==> config.mk <==
export PLATFORM = sky130hd
export DESIGN_NAME = flash_verify_exit_host
export DESIGN_NICKNAME = d
export VERILOG_FILES = /design/src/hw/flash_seq_pkg.sv /design/src/hw/word_fifo.sv /design/src/hw/tap_shifter.sv /design/src/hw/flash_verify_exit_host.sv
export VERILOG_INCLUDE_DIRS = /design/src /design/src/hw
export SDC_FILE = /design/constraint.sdc
export NUM_CORES = 2
export LEC_CHECK = 0
export BUFFER_PORTS_ARGS = -buffer_cell sky130_fd_sc_hd__buf_4
export CAP_MARGIN = 20
export CORE_ASPECT_RATIO = 0.9
export CORE_UTILIZATION = 66
export DETAILED_ROUTE_END_ITERATION = 10
export GPL_ROUTABILITY_DRIVEN = 1
export HOLD_SLACK_MARGIN = 0.06
export PLACE_DENSITY_LB_ADDON = 0.25
export SYNTH_ARGS = -nofsm -noshare
export SYNTH_HDL_FRONTEND = slang
export SYNTH_HIERARCHICAL = 1
export SYNTH_SLANG_ARGS = --single-unit
==> constraint.sdc <==
create_clock -name clk -period 12.3 [get_ports clk]
set_input_delay 2.46 -clock clk [delete_from_list [all_inputs] [get_ports clk]]
set_output_delay 2.46 -clock clk [all_outputs]
set_load 0.01 [all_outputs]
==> src/hw/flash_seq_map.svh <==
`ifndef FLASH_SEQ_MAP_SVH
`define FLASH_SEQ_MAP_SVH
// ----------------------------------------
// timing
// ----------------------------------------
`define CLK_NS 40
`define SETTLE_NS 500
`define SETTLE_CYC ((`SETTLE_NS + `CLK_NS - 1) / `CLK_NS)
`define EXIT_HOLD_NS 100
`define NOP_COUNT 3'h4
// ----------------------------------------
// flash control register fields
// ----------------------------------------
`define BIT_BUSY 15
`define BIT_ERR 13
`define WRITE_ENABLE_BIT_MASK 16'h4000
`define CLR_OFS 32'h0000_0004
`define WORD_STEP 32'h0000_0004
// ----------------------------------------
// processor op codes
// ----------------------------------------
`define OP_LUI_S3 32'h3c13_ff20
`define OP_LUI_T0 16'h3c08
`define OP_ORI_T0 16'h3508
`define OP_ORI_T1 16'h3409
`define OP_LW_T1 32'h8d09_0000
`define OP_SW_FAST 32'hae69_0000
`define OP_SW_T0 32'had09_0000
`define OP_NOP 32'h0000_0000
// ----------------------------------------
// test port scan shapes, bit 0 first
// ----------------------------------------
`define MODE_EXIT 5'h1f
`define IR_TMS 48'h0000_0000_0303
`define DR_TMS 48'h000c_0000_0001
`define IR_LEN 6'h0b
`define DR_LEN 6'h25
`define MODE_LEN 6'h05
`define PULSE_LEN 6'h01
`endif

==> src/hw/flash_seq_pkg.sv <==
`default_nettype none
package flash_seq_pkg;
  typedef enum logic [2:0] {op_power_on, op_finish, op_verify_pe, op_verify_direct, op_exit} op_t;
  typedef struct packed {
    op_t op;
    logic [31:0] addr;
    logic [15:0] len;
    logic [31:0] cfg_addr;
    logic [15:0] cfg_len;
    logic [31:0] checksum;
  } cmd_t;
  typedef struct packed {
    op_t op;
    logic ok;
    logic [31:0] fail_addr;
    logic [31:0] got;
  } res_t;
  typedef enum logic [1:0] {sh_ir, sh_dr, sh_mode, sh_pulse} sh_kind_t;
  typedef struct packed {
    logic valid;
    sh_kind_t kind;
    logic [31:0] data;
  } sh_req_t;
  typedef struct packed {
    logic busy;
    logic done;
    logic tck;
    logic tms;
    logic tdi;
    logic sync1;
    logic sync2;
    logic [7:0] div;
    logic [5:0] len;
    logic [5:0] idx;
    logic [47:0] tms_v;
    logic [47:0] tdi_v;
    logic [33:0] cap;
    logic [31:0] rdata;
  } sh_state_t;
  typedef enum logic [3:0] {
    st_idle, st_xfer, st_rd, st_fw, st_busy, st_nop, st_clr, st_err,
    st_pe, st_dir, st_cmp, st_hold, st_off
  } main_st_t;
  typedef struct packed {
    main_st_t st;
    main_st_t ret;
    main_st_t rd_ret;
    logic [1:0] ph;
    sh_kind_t x_kind;
    logic [4:0] x_ir;
    logic [31:0] x_word;
    logic [2:0] step;
    logic [31:0] rdat;
    cmd_t cmd;
    logic [31:0] addr;
    logic [15:0] left;
    logic cfg_done;
    logic [2:0] nops;
    logic [15:0] timer;
    logic [15:0] since;
    logic master_clear_pin_n;
    logic power;
    logic cmd_ready;
    logic res_valid;
    res_t res;
    sh_req_t req;
  } main_t;
endpackage : flash_seq_pkg
`default_nettype wire

==> src/hw/word_fifo.sv <==
`default_nettype none
module word_fifo #(
  parameter int WIDTH = 32,
  parameter int DEPTH = 16
) (
  input wire logic clk,
  input wire logic reset,
  input wire logic ce,
  input wire logic in_valid,
  input wire logic [WIDTH-1:0] in_data,
  output logic in_ready,
  output logic out_valid,
  output logic [WIDTH-1:0] out_data,
  input wire logic out_ready
);
  localparam int AW = $clog2(DEPTH);
  typedef struct packed {
    logic [AW-1:0] wp;
    logic [AW-1:0] rp;
    logic [AW:0] cnt;
    logic in_ready;
    logic out_valid;
  } fifo_state_t;
  fifo_state_t s_r;
  fifo_state_t s_nxt;
  logic [WIDTH-1:0] mem [DEPTH];
  logic push;
  logic pop;
  assign push = in_valid && s_r.in_ready;
  assign pop = out_ready && s_r.out_valid;
  assign in_ready = s_r.in_ready;
  assign out_valid = s_r.out_valid;
  assign out_data = mem[s_r.rp];
  always_comb
  begin
    s_nxt = s_r;
    if (push)
      s_nxt.wp = s_r.wp + AW'(1);
    if (pop)
      s_nxt.rp = s_r.rp + AW'(1);
    s_nxt.cnt = s_r.cnt + (AW+1)'(push) - (AW+1)'(pop);
    s_nxt.in_ready = s_nxt.cnt != (AW+1)'(DEPTH);
    s_nxt.out_valid = s_nxt.cnt != '0;
  end
  always_ff @(posedge clk)
  begin
    if (reset)
    begin
      s_r <= '0;
      s_r.in_ready <= 1'b1;
    end
    else if (ce)
    begin
      s_r <= s_nxt;
      if (push)
        mem[s_r.wp] <= in_data;
    end
  end
endmodule : word_fifo
`default_nettype wire

==> src/hw/tap_shifter.sv <==
`default_nettype none
`include "flash_seq_map.svh"
module tap_shifter import flash_seq_pkg::*; #(
  parameter int HALF = 4
) (
  input wire logic clk,
  input wire logic reset,
  input wire logic ce,
  input wire sh_req_t req,
  output logic done,
  output logic [31:0] rdata,
  output logic tck,
  output logic tms,
  output logic tdi,
  input wire logic tdo
);
  localparam logic [7:0] HALF_M1 = 8'(HALF - 1);
  sh_state_t s_r;
  sh_state_t s_nxt;
  assign done = s_r.done;
  assign rdata = s_r.rdata;
  assign tck = s_r.tck;
  assign tms = s_r.tms;
  assign tdi = s_r.tdi;
  always_comb
  begin
    s_nxt = s_r;
    s_nxt.done = 1'b0;
    s_nxt.sync1 = tdo;
    s_nxt.sync2 = s_r.sync1;
    if (!s_r.busy)
    begin
      if (req.valid)
      begin
        s_nxt.busy = 1'b1;
        s_nxt.idx = '0;
        s_nxt.div = '0;
        s_nxt.tdi_v = '0;
        s_nxt.tms_v = '0;
        case (req.kind)
          sh_ir:
          begin
            s_nxt.tms_v = `IR_TMS;
            s_nxt.tdi_v = {39'h0, req.data[4:0], 4'h0};
            s_nxt.len = `IR_LEN;
          end
          sh_dr:
          begin
            s_nxt.tms_v = `DR_TMS;
            s_nxt.tdi_v = {13'h0, req.data, 3'h0};
            s_nxt.len = `DR_LEN;
          end
          sh_mode:
          begin
            s_nxt.tms_v = {43'h0, `MODE_EXIT};
            s_nxt.len = `MODE_LEN;
          end
          default:
            s_nxt.len = `PULSE_LEN;
        endcase
        s_nxt.tms = s_nxt.tms_v[0];
        s_nxt.tdi = s_nxt.tdi_v[0];
      end
    end
    else if (s_r.div != HALF_M1)
      s_nxt.div = s_r.div + 8'h1;
    else
    begin
      s_nxt.div = '0;
      if (!s_r.tck)
      begin
        // sample on the rising edge
        s_nxt.tck = 1'b1;
        s_nxt.cap = {s_r.sync2, s_r.cap[33:1]};
      end
      else
      begin
        s_nxt.tck = 1'b0;
        if (s_r.idx == s_r.len - 6'h1)
        begin
          s_nxt.busy = 1'b0;
          s_nxt.done = 1'b1;
          s_nxt.rdata = s_r.cap[31:0];
        end
        else
        begin
          s_nxt.idx = s_r.idx + 6'h1;
          s_nxt.tms_v = s_r.tms_v >> 1;
          s_nxt.tdi_v = s_r.tdi_v >> 1;
          s_nxt.tms = s_r.tms_v[1];
          s_nxt.tdi = s_r.tdi_v[1];
        end
      end
    end
  end
  always_ff @(posedge clk)
  begin
    if (reset)
      s_r <= '0;
    else if (ce)
      s_r <= s_nxt;
  end
endmodule : tap_shifter
`default_nettype wire

==> src/hw/flash_verify_exit_host.sv <==
// Behaviour
// - wait at least 500 ns after busy reads zero before any control write
// - feed four no-operation instructions as the settle delay
// - clear write enable bit 14 by a store to the clear alias
// - read the write error flag after a write and report failure
// - executive verify: command, start, length, then zero word returns checksum
// - direct verify: processor loads word, stores to fast data, host reads it
// - repeat direct read for every location and compare with buffered copy
// - verify configuration words in the same pass as code memory
// - exit: all-ones mode sequence, assert master clear, remove power
// - two-wire exit adds one programming clock pulse before power removal
// - hold interval between last clock or data activity and master clear
`default_nettype none
`include "flash_seq_map.svh"
module flash_verify_exit_host import flash_seq_pkg::*; #(
  parameter int HALF = 4,
  parameter int FIFO_DEPTH = 16,
  parameter int EXIT_HOLD_NS = `EXIT_HOLD_NS,
  parameter logic [31:0] CTRL_ADDR = 32'h0000_1000,
  parameter logic [31:0] CHECKSUM_CMD = 32'h0007_0000,
  parameter logic [4:0] IR_INSTR = 5'h09,
  parameter logic [4:0] IR_FAST = 5'h0e
) (
  input wire logic clk,
  input wire logic reset,
  input wire logic ce,
  input wire logic cmd_valid,
  input wire cmd_t cmd,
  output logic cmd_ready,
  output logic res_valid,
  output var res_t res,
  input wire logic exp_valid,
  input wire logic [31:0] exp_data,
  output logic exp_ready,
  input wire logic two_wire,
  output logic tck,
  output logic tms,
  output logic tdi,
  input wire logic tdo,
  output logic master_clear_pin_n,
  output logic target_power
);
  localparam logic [15:0] SETTLE = 16'(`SETTLE_CYC);
  localparam logic [15:0] HOLD = 16'((EXIT_HOLD_NS + `CLK_NS - 1) / `CLK_NS);
  localparam logic [31:0] CLR_ADDR = CTRL_ADDR + `CLR_OFS;
  main_t s_r;
  main_t s_nxt;
  logic sh_done;
  logic [31:0] sh_rdata;
  logic exp_out_valid;
  logic [31:0] exp_out_data;
  logic exp_pop;
  assign cmd_ready = s_r.cmd_ready;
  assign res_valid = s_r.res_valid;
  assign res = s_r.res;
  assign master_clear_pin_n = s_r.master_clear_pin_n;
  assign target_power = s_r.power;
  assign exp_pop = s_r.st == st_cmp;
  // ----------------------------------------
  // expected data buffer and scan engine
  // ----------------------------------------
  word_fifo #(.WIDTH(32), .DEPTH(FIFO_DEPTH)) u_fifo (
    .clk(clk),
    .reset(reset),
    .ce(ce),
    .in_valid(exp_valid),
    .in_data(exp_data),
    .in_ready(exp_ready),
    .out_valid(exp_out_valid),
    .out_data(exp_out_data),
    .out_ready(exp_pop)
  );
  tap_shifter #(.HALF(HALF)) u_shift (
    .clk(clk),
    .reset(reset),
    .ce(ce),
    .req(s_r.req),
    .done(sh_done),
    .rdata(sh_rdata),
    .tck(tck),
    .tms(tms),
    .tdi(tdi),
    .tdo(tdo)
  );
  // ----------------------------------------
  // sequencing helpers
  // ----------------------------------------
  function automatic main_t go_xfer(main_t m, logic [4:0] ir, logic [31:0] w, main_st_t ret);
    main_t r;
    r = m;
    r.st = st_xfer;
    r.ph = 2'h0;
    r.x_ir = ir;
    r.x_word = w;
    r.x_kind = sh_dr;
    r.ret = ret;
    return r;
  endfunction : go_xfer
  function automatic main_t go_raw(main_t m, sh_kind_t k, logic [31:0] w, main_st_t ret);
    main_t r;
    r = m;
    r.st = st_xfer;
    r.ph = 2'h2;
    r.x_kind = k;
    r.x_word = w;
    r.ret = ret;
    return r;
  endfunction : go_raw
  function automatic main_t go_rd(main_t m, main_st_t ret);
    main_t r;
    r = m;
    r.st = st_rd;
    r.step = 3'h0;
    r.rd_ret = ret;
    return r;
  endfunction : go_rd
  function automatic main_t finish(main_t m, logic ok);
    main_t r;
    r = m;
    r.res_valid = 1'b1;
    r.res.op = m.cmd.op;
    r.res.ok = ok;
    r.res.fail_addr = m.addr;
    r.res.got = m.rdat;
    r.st = st_idle;
    r.cmd_ready = 1'b1;
    return r;
  endfunction : finish
  // load word at addr into t1, store it to the fast data slot
  function automatic logic [31:0] rd_word(logic [2:0] step, logic [31:0] addr);
    case (step)
      3'h0: return {`OP_LUI_T0, addr[31:16]};
      3'h1: return {`OP_ORI_T0, addr[15:0]};
      3'h2: return `OP_LW_T1;
      3'h3: return `OP_SW_FAST;
      default: return 32'h0000_0000;
    endcase
  endfunction : rd_word
  function automatic logic [31:0] clr_word(logic [2:0] step);
    case (step)
      3'h0: return {`OP_LUI_T0, CLR_ADDR[31:16]};
      3'h1: return {`OP_ORI_T0, CLR_ADDR[15:0]};
      3'h2: return {`OP_ORI_T1, `WRITE_ENABLE_BIT_MASK};
      default: return `OP_SW_T0;
    endcase
  endfunction : clr_word
  function automatic logic [31:0] pe_word(logic [2:0] step, cmd_t c);
    case (step)
      3'h0: return CHECKSUM_CMD;
      3'h1: return c.addr;
      3'h2: return {16'h0, c.len};
      default: return 32'h0000_0000;
    endcase
  endfunction : pe_word
  // ----------------------------------------
  // main sequencer
  // ----------------------------------------
  always_comb
  begin
    s_nxt = s_r;
    s_nxt.req.valid = 1'b0;
    s_nxt.res_valid = 1'b0;
    if (s_r.timer != 16'h0)
      s_nxt.timer = s_r.timer - 16'h1;
    if (s_r.since != 16'hffff)
      s_nxt.since = s_r.since + 16'h1;
    case (s_r.st)
      st_idle:
        if (cmd_valid && s_r.cmd_ready)
        begin
          s_nxt.cmd = cmd;
          s_nxt.cmd_ready = 1'b0;
          s_nxt.step = 3'h0;
          s_nxt.cfg_done = 1'b0;
          s_nxt.addr = cmd.addr;
          s_nxt.left = cmd.len;
          case (cmd.op)
            op_power_on:
            begin
              s_nxt.power = 1'b1;
              s_nxt.master_clear_pin_n = 1'b1;
              s_nxt = finish(s_nxt, 1'b1);
            end
            op_finish:
            begin
              s_nxt.addr = CTRL_ADDR;
              s_nxt = go_xfer(s_nxt, IR_INSTR, `OP_LUI_S3, st_fw);
            end
            op_verify_pe:
              s_nxt.st = st_pe;
            op_verify_direct:
              s_nxt.st = st_dir;
            default:
              s_nxt = go_raw(s_nxt, sh_mode, {27'h0, `MODE_EXIT}, st_hold);
          endcase
        end
      st_xfer:
        case (s_r.ph)
          2'h0:
          begin
            s_nxt.req = '{valid: 1'b1, kind: sh_ir, data: {27'h0, s_r.x_ir}};
            s_nxt.ph = 2'h1;
          end
          2'h1:
            if (sh_done)
              s_nxt.ph = 2'h2;
          2'h2:
          begin
            s_nxt.req = '{valid: 1'b1, kind: s_r.x_kind, data: s_r.x_word};
            s_nxt.ph = 2'h3;
          end
          default:
            if (sh_done)
            begin
              s_nxt.rdat = sh_rdata;
              s_nxt.st = s_r.ret;
            end
        endcase
      st_rd:
        if (s_r.step == 3'h5)
          s_nxt.st = s_r.rd_ret;
        else
        begin
          // last step reads the fast data register back
          s_nxt = go_xfer(s_nxt, (s_r.step == 3'h4) ? IR_FAST : IR_INSTR, rd_word(s_r.step, s_r.addr), st_rd);
          s_nxt.step = s_r.step + 3'h1;
        end
      st_fw:
        s_nxt = go_rd(s_nxt, st_busy);
      st_busy:
        if (s_r.rdat[`BIT_BUSY])
          s_nxt = go_rd(s_nxt, st_busy);
        else
        begin
          s_nxt.timer = SETTLE;
          s_nxt.since = 16'h0;
          s_nxt.nops = 3'h0;
          s_nxt.st = st_nop;
        end
      st_nop:
        if (s_r.nops != `NOP_COUNT)
        begin
          s_nxt = go_xfer(s_nxt, IR_INSTR, `OP_NOP, st_nop);
          s_nxt.nops = s_r.nops + 3'h1;
        end
        else if (s_r.timer == 16'h0)
        begin
          s_nxt.st = st_clr;
          s_nxt.step = 3'h0;
        end
      st_clr:
        if (s_r.step == 3'h4)
          s_nxt = go_rd(s_nxt, st_err);
        else
        begin
          s_nxt = go_xfer(s_nxt, IR_INSTR, clr_word(s_r.step), st_clr);
          s_nxt.step = s_r.step + 3'h1;
        end
      st_err:
        s_nxt = finish(s_nxt, !s_r.rdat[`BIT_ERR]);
      st_pe:
        if (s_r.step == 3'h4)
          s_nxt = finish(s_nxt, s_r.rdat == s_r.cmd.checksum);
        else
        begin
          s_nxt = go_xfer(s_nxt, IR_FAST, pe_word(s_r.step, s_r.cmd), st_pe);
          s_nxt.step = s_r.step + 3'h1;
        end
      st_dir:
        if (s_r.step == 3'h0)
        begin
          s_nxt = go_xfer(s_nxt, IR_INSTR, `OP_LUI_S3, st_dir);
          s_nxt.step = 3'h1;
        end
        else if (s_r.left == 16'h0)
        begin
          if (!s_r.cfg_done && s_r.cmd.cfg_len != 16'h0)
          begin
            // configuration words follow in the same pass
            s_nxt.addr = s_r.cmd.cfg_addr;
            s_nxt.left = s_r.cmd.cfg_len;
            s_nxt.cfg_done = 1'b1;
          end
          else
            s_nxt = finish(s_nxt, 1'b1);
        end
        else
          s_nxt = go_rd(s_nxt, st_cmp);
      st_cmp:
        if (exp_out_valid)
        begin
          if (exp_out_data != s_r.rdat)
            s_nxt = finish(s_nxt, 1'b0);
          else
          begin
            s_nxt.addr = s_r.addr + `WORD_STEP;
            s_nxt.left = s_r.left - 16'h1;
            s_nxt.step = 3'h1;
            s_nxt.st = st_dir;
          end
        end
      st_hold:
        if (s_r.step == 3'h0)
        begin
          s_nxt.timer = HOLD;
          s_nxt.since = 16'h0;
          s_nxt.step = 3'h1;
        end
        else if (s_r.timer == 16'h0)
        begin
          s_nxt.master_clear_pin_n = 1'b0;
          if (two_wire)
            s_nxt = go_raw(s_nxt, sh_pulse, 32'h0000_0000, st_off);
          else
            s_nxt.st = st_off;
        end
      st_off:
      begin
        s_nxt.power = 1'b0;
        s_nxt = finish(s_nxt, 1'b1);
      end
      default:
        s_nxt.st = st_idle;
    endcase
  end
  always_ff @(posedge clk)
  begin
    if (reset)
    begin
      s_r <= '0;
      s_r.cmd_ready <= 1'b1;
    end
    else if (ce)
      s_r <= s_nxt;
  end
endmodule : flash_verify_exit_host
`default_nettype wire

==> impl_metrics.yaml <==
logic_synthesis:
  ys.warnings.count: 6
  syn_nets: 4338
  synthTopCellsByArea: "edfxtp_1, dfxtp_1, mux4_2"
  syn_inst: 4132
  ys_async_sr_fraction_pct: 0
  synth_top_area_share_pct: 32.4
  synth_edf_count: 512
  synth.yosys.seq_area_share_pct: 57.0
  synth-seq-cells: 1095
  ys.flop_type: "dfxtp_1"
  syn_area_um2: 47500
  netlist.top_cell.by_area: "edfxtp_1"
  synth.avg_cell_area_um2: 11.5
  ys_types: 95
detailed_routing:
  drtIter0Drc: 5230
  antenna_left: 0
  routed_wl_um: 138000
  routedWlPerCell_um: 26.7
  num_vias: 34947
  vias_per_cell: 6.76
  drc: 0
  firstDrtPassIters: 8
critical_path:
  worstSetupStartpointType: "register"
  cp_max_fo: 75
  cp_top_family: "simple AND/OR/NAND/NOR gates"
  max_stage_delay_ns: 0.99
  cp.depth: 10
  cp.arrival_ns: 7.14
  worstPathRequired_ns: 12.87
  critPathSlowestCell: "nand3_4"
  criticalPathCategory: "register to register"
  path_cells: "buf_4, buf_4, mux4_2, mux4_2, xnor2_1, nand4_1, nor4_2, nand3_4, and2_4, a31o_2"
  r2r_cells: 10
  path_buf_inv: 2
  endpoint_kind: "register"
sta:
  finalSetupViolCount: 0
  tns_ns: 0
  grt_setup_unrepaired: "no"
  min_period_ns: 6.56
  maxSlewHeadroom_pct: 23.4
  timing.fmax_ghz: 0.152
  finalHoldViolations: 0
  hold_ws_ns: 0.447
  slew_viol_final: 0
  fin_skew_ns: 0.0338
  worst_pin_slew_ns: 1.14
  period_share_pct: 53.4
floorplan:
  start_util_pct: 67.3
  die_w_um: 285
  die_area_um2: 73000
  coreArea_um2: 70600
  die_height_um: 256
  num_rows: 92
  ios: 246
clock_tree:
  cts_buffers: 105
  cts_hold_buffers: 0
  clkLatencyLatePin_ns: 0.70
  cts_tree: "built"
  cts_sinks: 1095
  clock-root-buffer: "clkbuf_16"
  cts_max_path_buffers: 3
  clkTransAtPathRegs_ns: 0.06
  post_cts_buffers: 0
  cts-resized-gates: 0
  cts_max_level: 3
worst_hold_path:
  hold_path.class: "register to register"
  hold_path_depth: 2
place:
  dp_hpwl_um: 84200
  post_dp_cell_area_um2: 49000
  io_buffer_count: 245
  place_congestion: 0.976
global_route:
  grt_max_degree: 146
  grt-ovfl-total: 0
  grt_use_total_pct: 37.3
  grt_pass1_wl_um: 205000
  antenna_found_initial: 10
  grt_pass1_vias: 33225
pwr:
  p_leak_nw: 17.3
  clkPwrFrac_pct: 33.9
  p_seq_share_pct: 45.1
  sw_frac_of_total_pct: 31.2
  p_sw_mw: 3.03
  p_per_area_nw_per_um2: 185
  intPower_mw: 6.68
  vdd_drop_max_uv: 133
  power_frac_comb_pct: 21.0
layout:
  final_common_cell: "nand2_1"
  final_cell_mix: "nand2_1, dfxtp_1, edfxtp_1"
  final_nets: 4337
  fin_area_um2: 52600
  area.growth.synth_to_final_pct: 10.9
  drive_gt1_share_pct: 18.3
job:
  cap_violations: 0
outcome:
  outcome: "finished, final reports clean"
-- metal layers --
metal,routed length [um],vias up,track usage (%)
met5,20,-,0
met4,6120,4,16.1
met2,65100,2134,58.7
met1,50800,17089,49.2
met3,16200,410,9.64
li1,-,15310,-
-- flip-flops by register name, summed over array words and instances (netlist names), named ones only --
name                cells
s_r                   320
cmd_ready               1
res                    68
u_shift/s_r           135
u_shift/s_nxt           1
u_fifo/in_ready         1
u_shift/tdi             1
target_power            1
u_shift/tck             1
u_shift/done            1
master_clear_pin_n      1
u_shift/tms             1
u_fifo/s_r             13
u_fifo/mem            512
u_shift/rdata          32
u_fifo/out_valid        1
res_valid               1
-- cell families (layout without fill, tap and decap cells) --
kind of cell | count (synthesis) | in the layout | share of synthesized area, %
and+or+nand+nor | 1172 | 1172 | 11.3
adders and majority gates | 36 | 36 | 0.965
xor gates and xnor gates | 103 | 103 | 1.90
DFF | 1095 | 1095 | 57.0
AOI/OAI and AO/OA | 992 | 992 | 14.5
muxes | 222 | 222 | 8.95
buffers and inverters | 512 | 598 | 5.46
other | 0 | 8 | 0
-- synth_stat cells (16+ instances only) --
library cell  number
a311oi_1          60
nand4_1           69
a22oi_1           53
clkbuf_1         225
buf_2             53
o21ai_0           82
a31o_1            23
xor2_1            25
nor3_1            59
dfxtp_1          583
mux4_2           154
xnor2_1           78
buf_6             22
a221oi_2          40
o311ai_0          18
ha_1              35
nand2_1          652
and2_1            20
o31ai_1           53
nor2_1           150
a221oi_1          48
nand3_1           76
buf_4            112
a211oi_1          36
edfxtp_1         512
mux2i_1           62
inv_1             82
a21oi_1          423
nor4_1            28
a31oi_1           16
-- final timing paths --
path                startpoint       end  slack (ns)
max reg2reg           register   res[30]        5.74
min          u_shift/rdata[25]  s_r[347]        0.45
min reg2reg  u_shift/rdata[25]  s_r[347]        0.45
max                   register   res[30]        5.74
-- power groups by stage --
stage                     combinational (mW)  sequential [mW]  clock (mW)
after global routing                    2.19             4.40        3.46
final                                   2.04             4.38        3.29
after floorplan                         1.53             4.32           0
after global placement                  1.93             4.43           0
after CTS                               1.99             4.36        3.31
after detailed placement                1.97             4.43           0
-- final cells by class --
type / count / area, um2
clock buffer: 147 / 3020
fill: 4531 / 18000
tap: 940 / 1180
clock inverter: 47 / 503
antenna: 8 / 20.0
timing repair buffer: 321 / 2480
sequential: 1095 / 27100
multi-input combinational: 2525 / 18000
inverter: 83 / 313
-- tightest hold or removal path, delay by kind of cell (launching register included) --
kind / cells / cell delay, ns
DFF: 1 / 0.31
and+or+nand+nor: 1 / 0.05
AOI/OAI and AO/OA: 1 / 0.05
-- stage by stage --
stage	setup slack, ns	total power, mW	instances	util (%)
3_3_place_gp	6.03	6.36	4960	69.4
2_1_floorplan	6.67	5.84	4132	-
3_5_place_dp	5.91	6.41	4961	69.4
6_report	5.74	9.71	5166	74.6
5_1_grt	5.57	10.1	5164	74.5
4_1_cts	5.83	9.66	5155	74.4
Note: power is estimated with default switching activity, not from simulation.
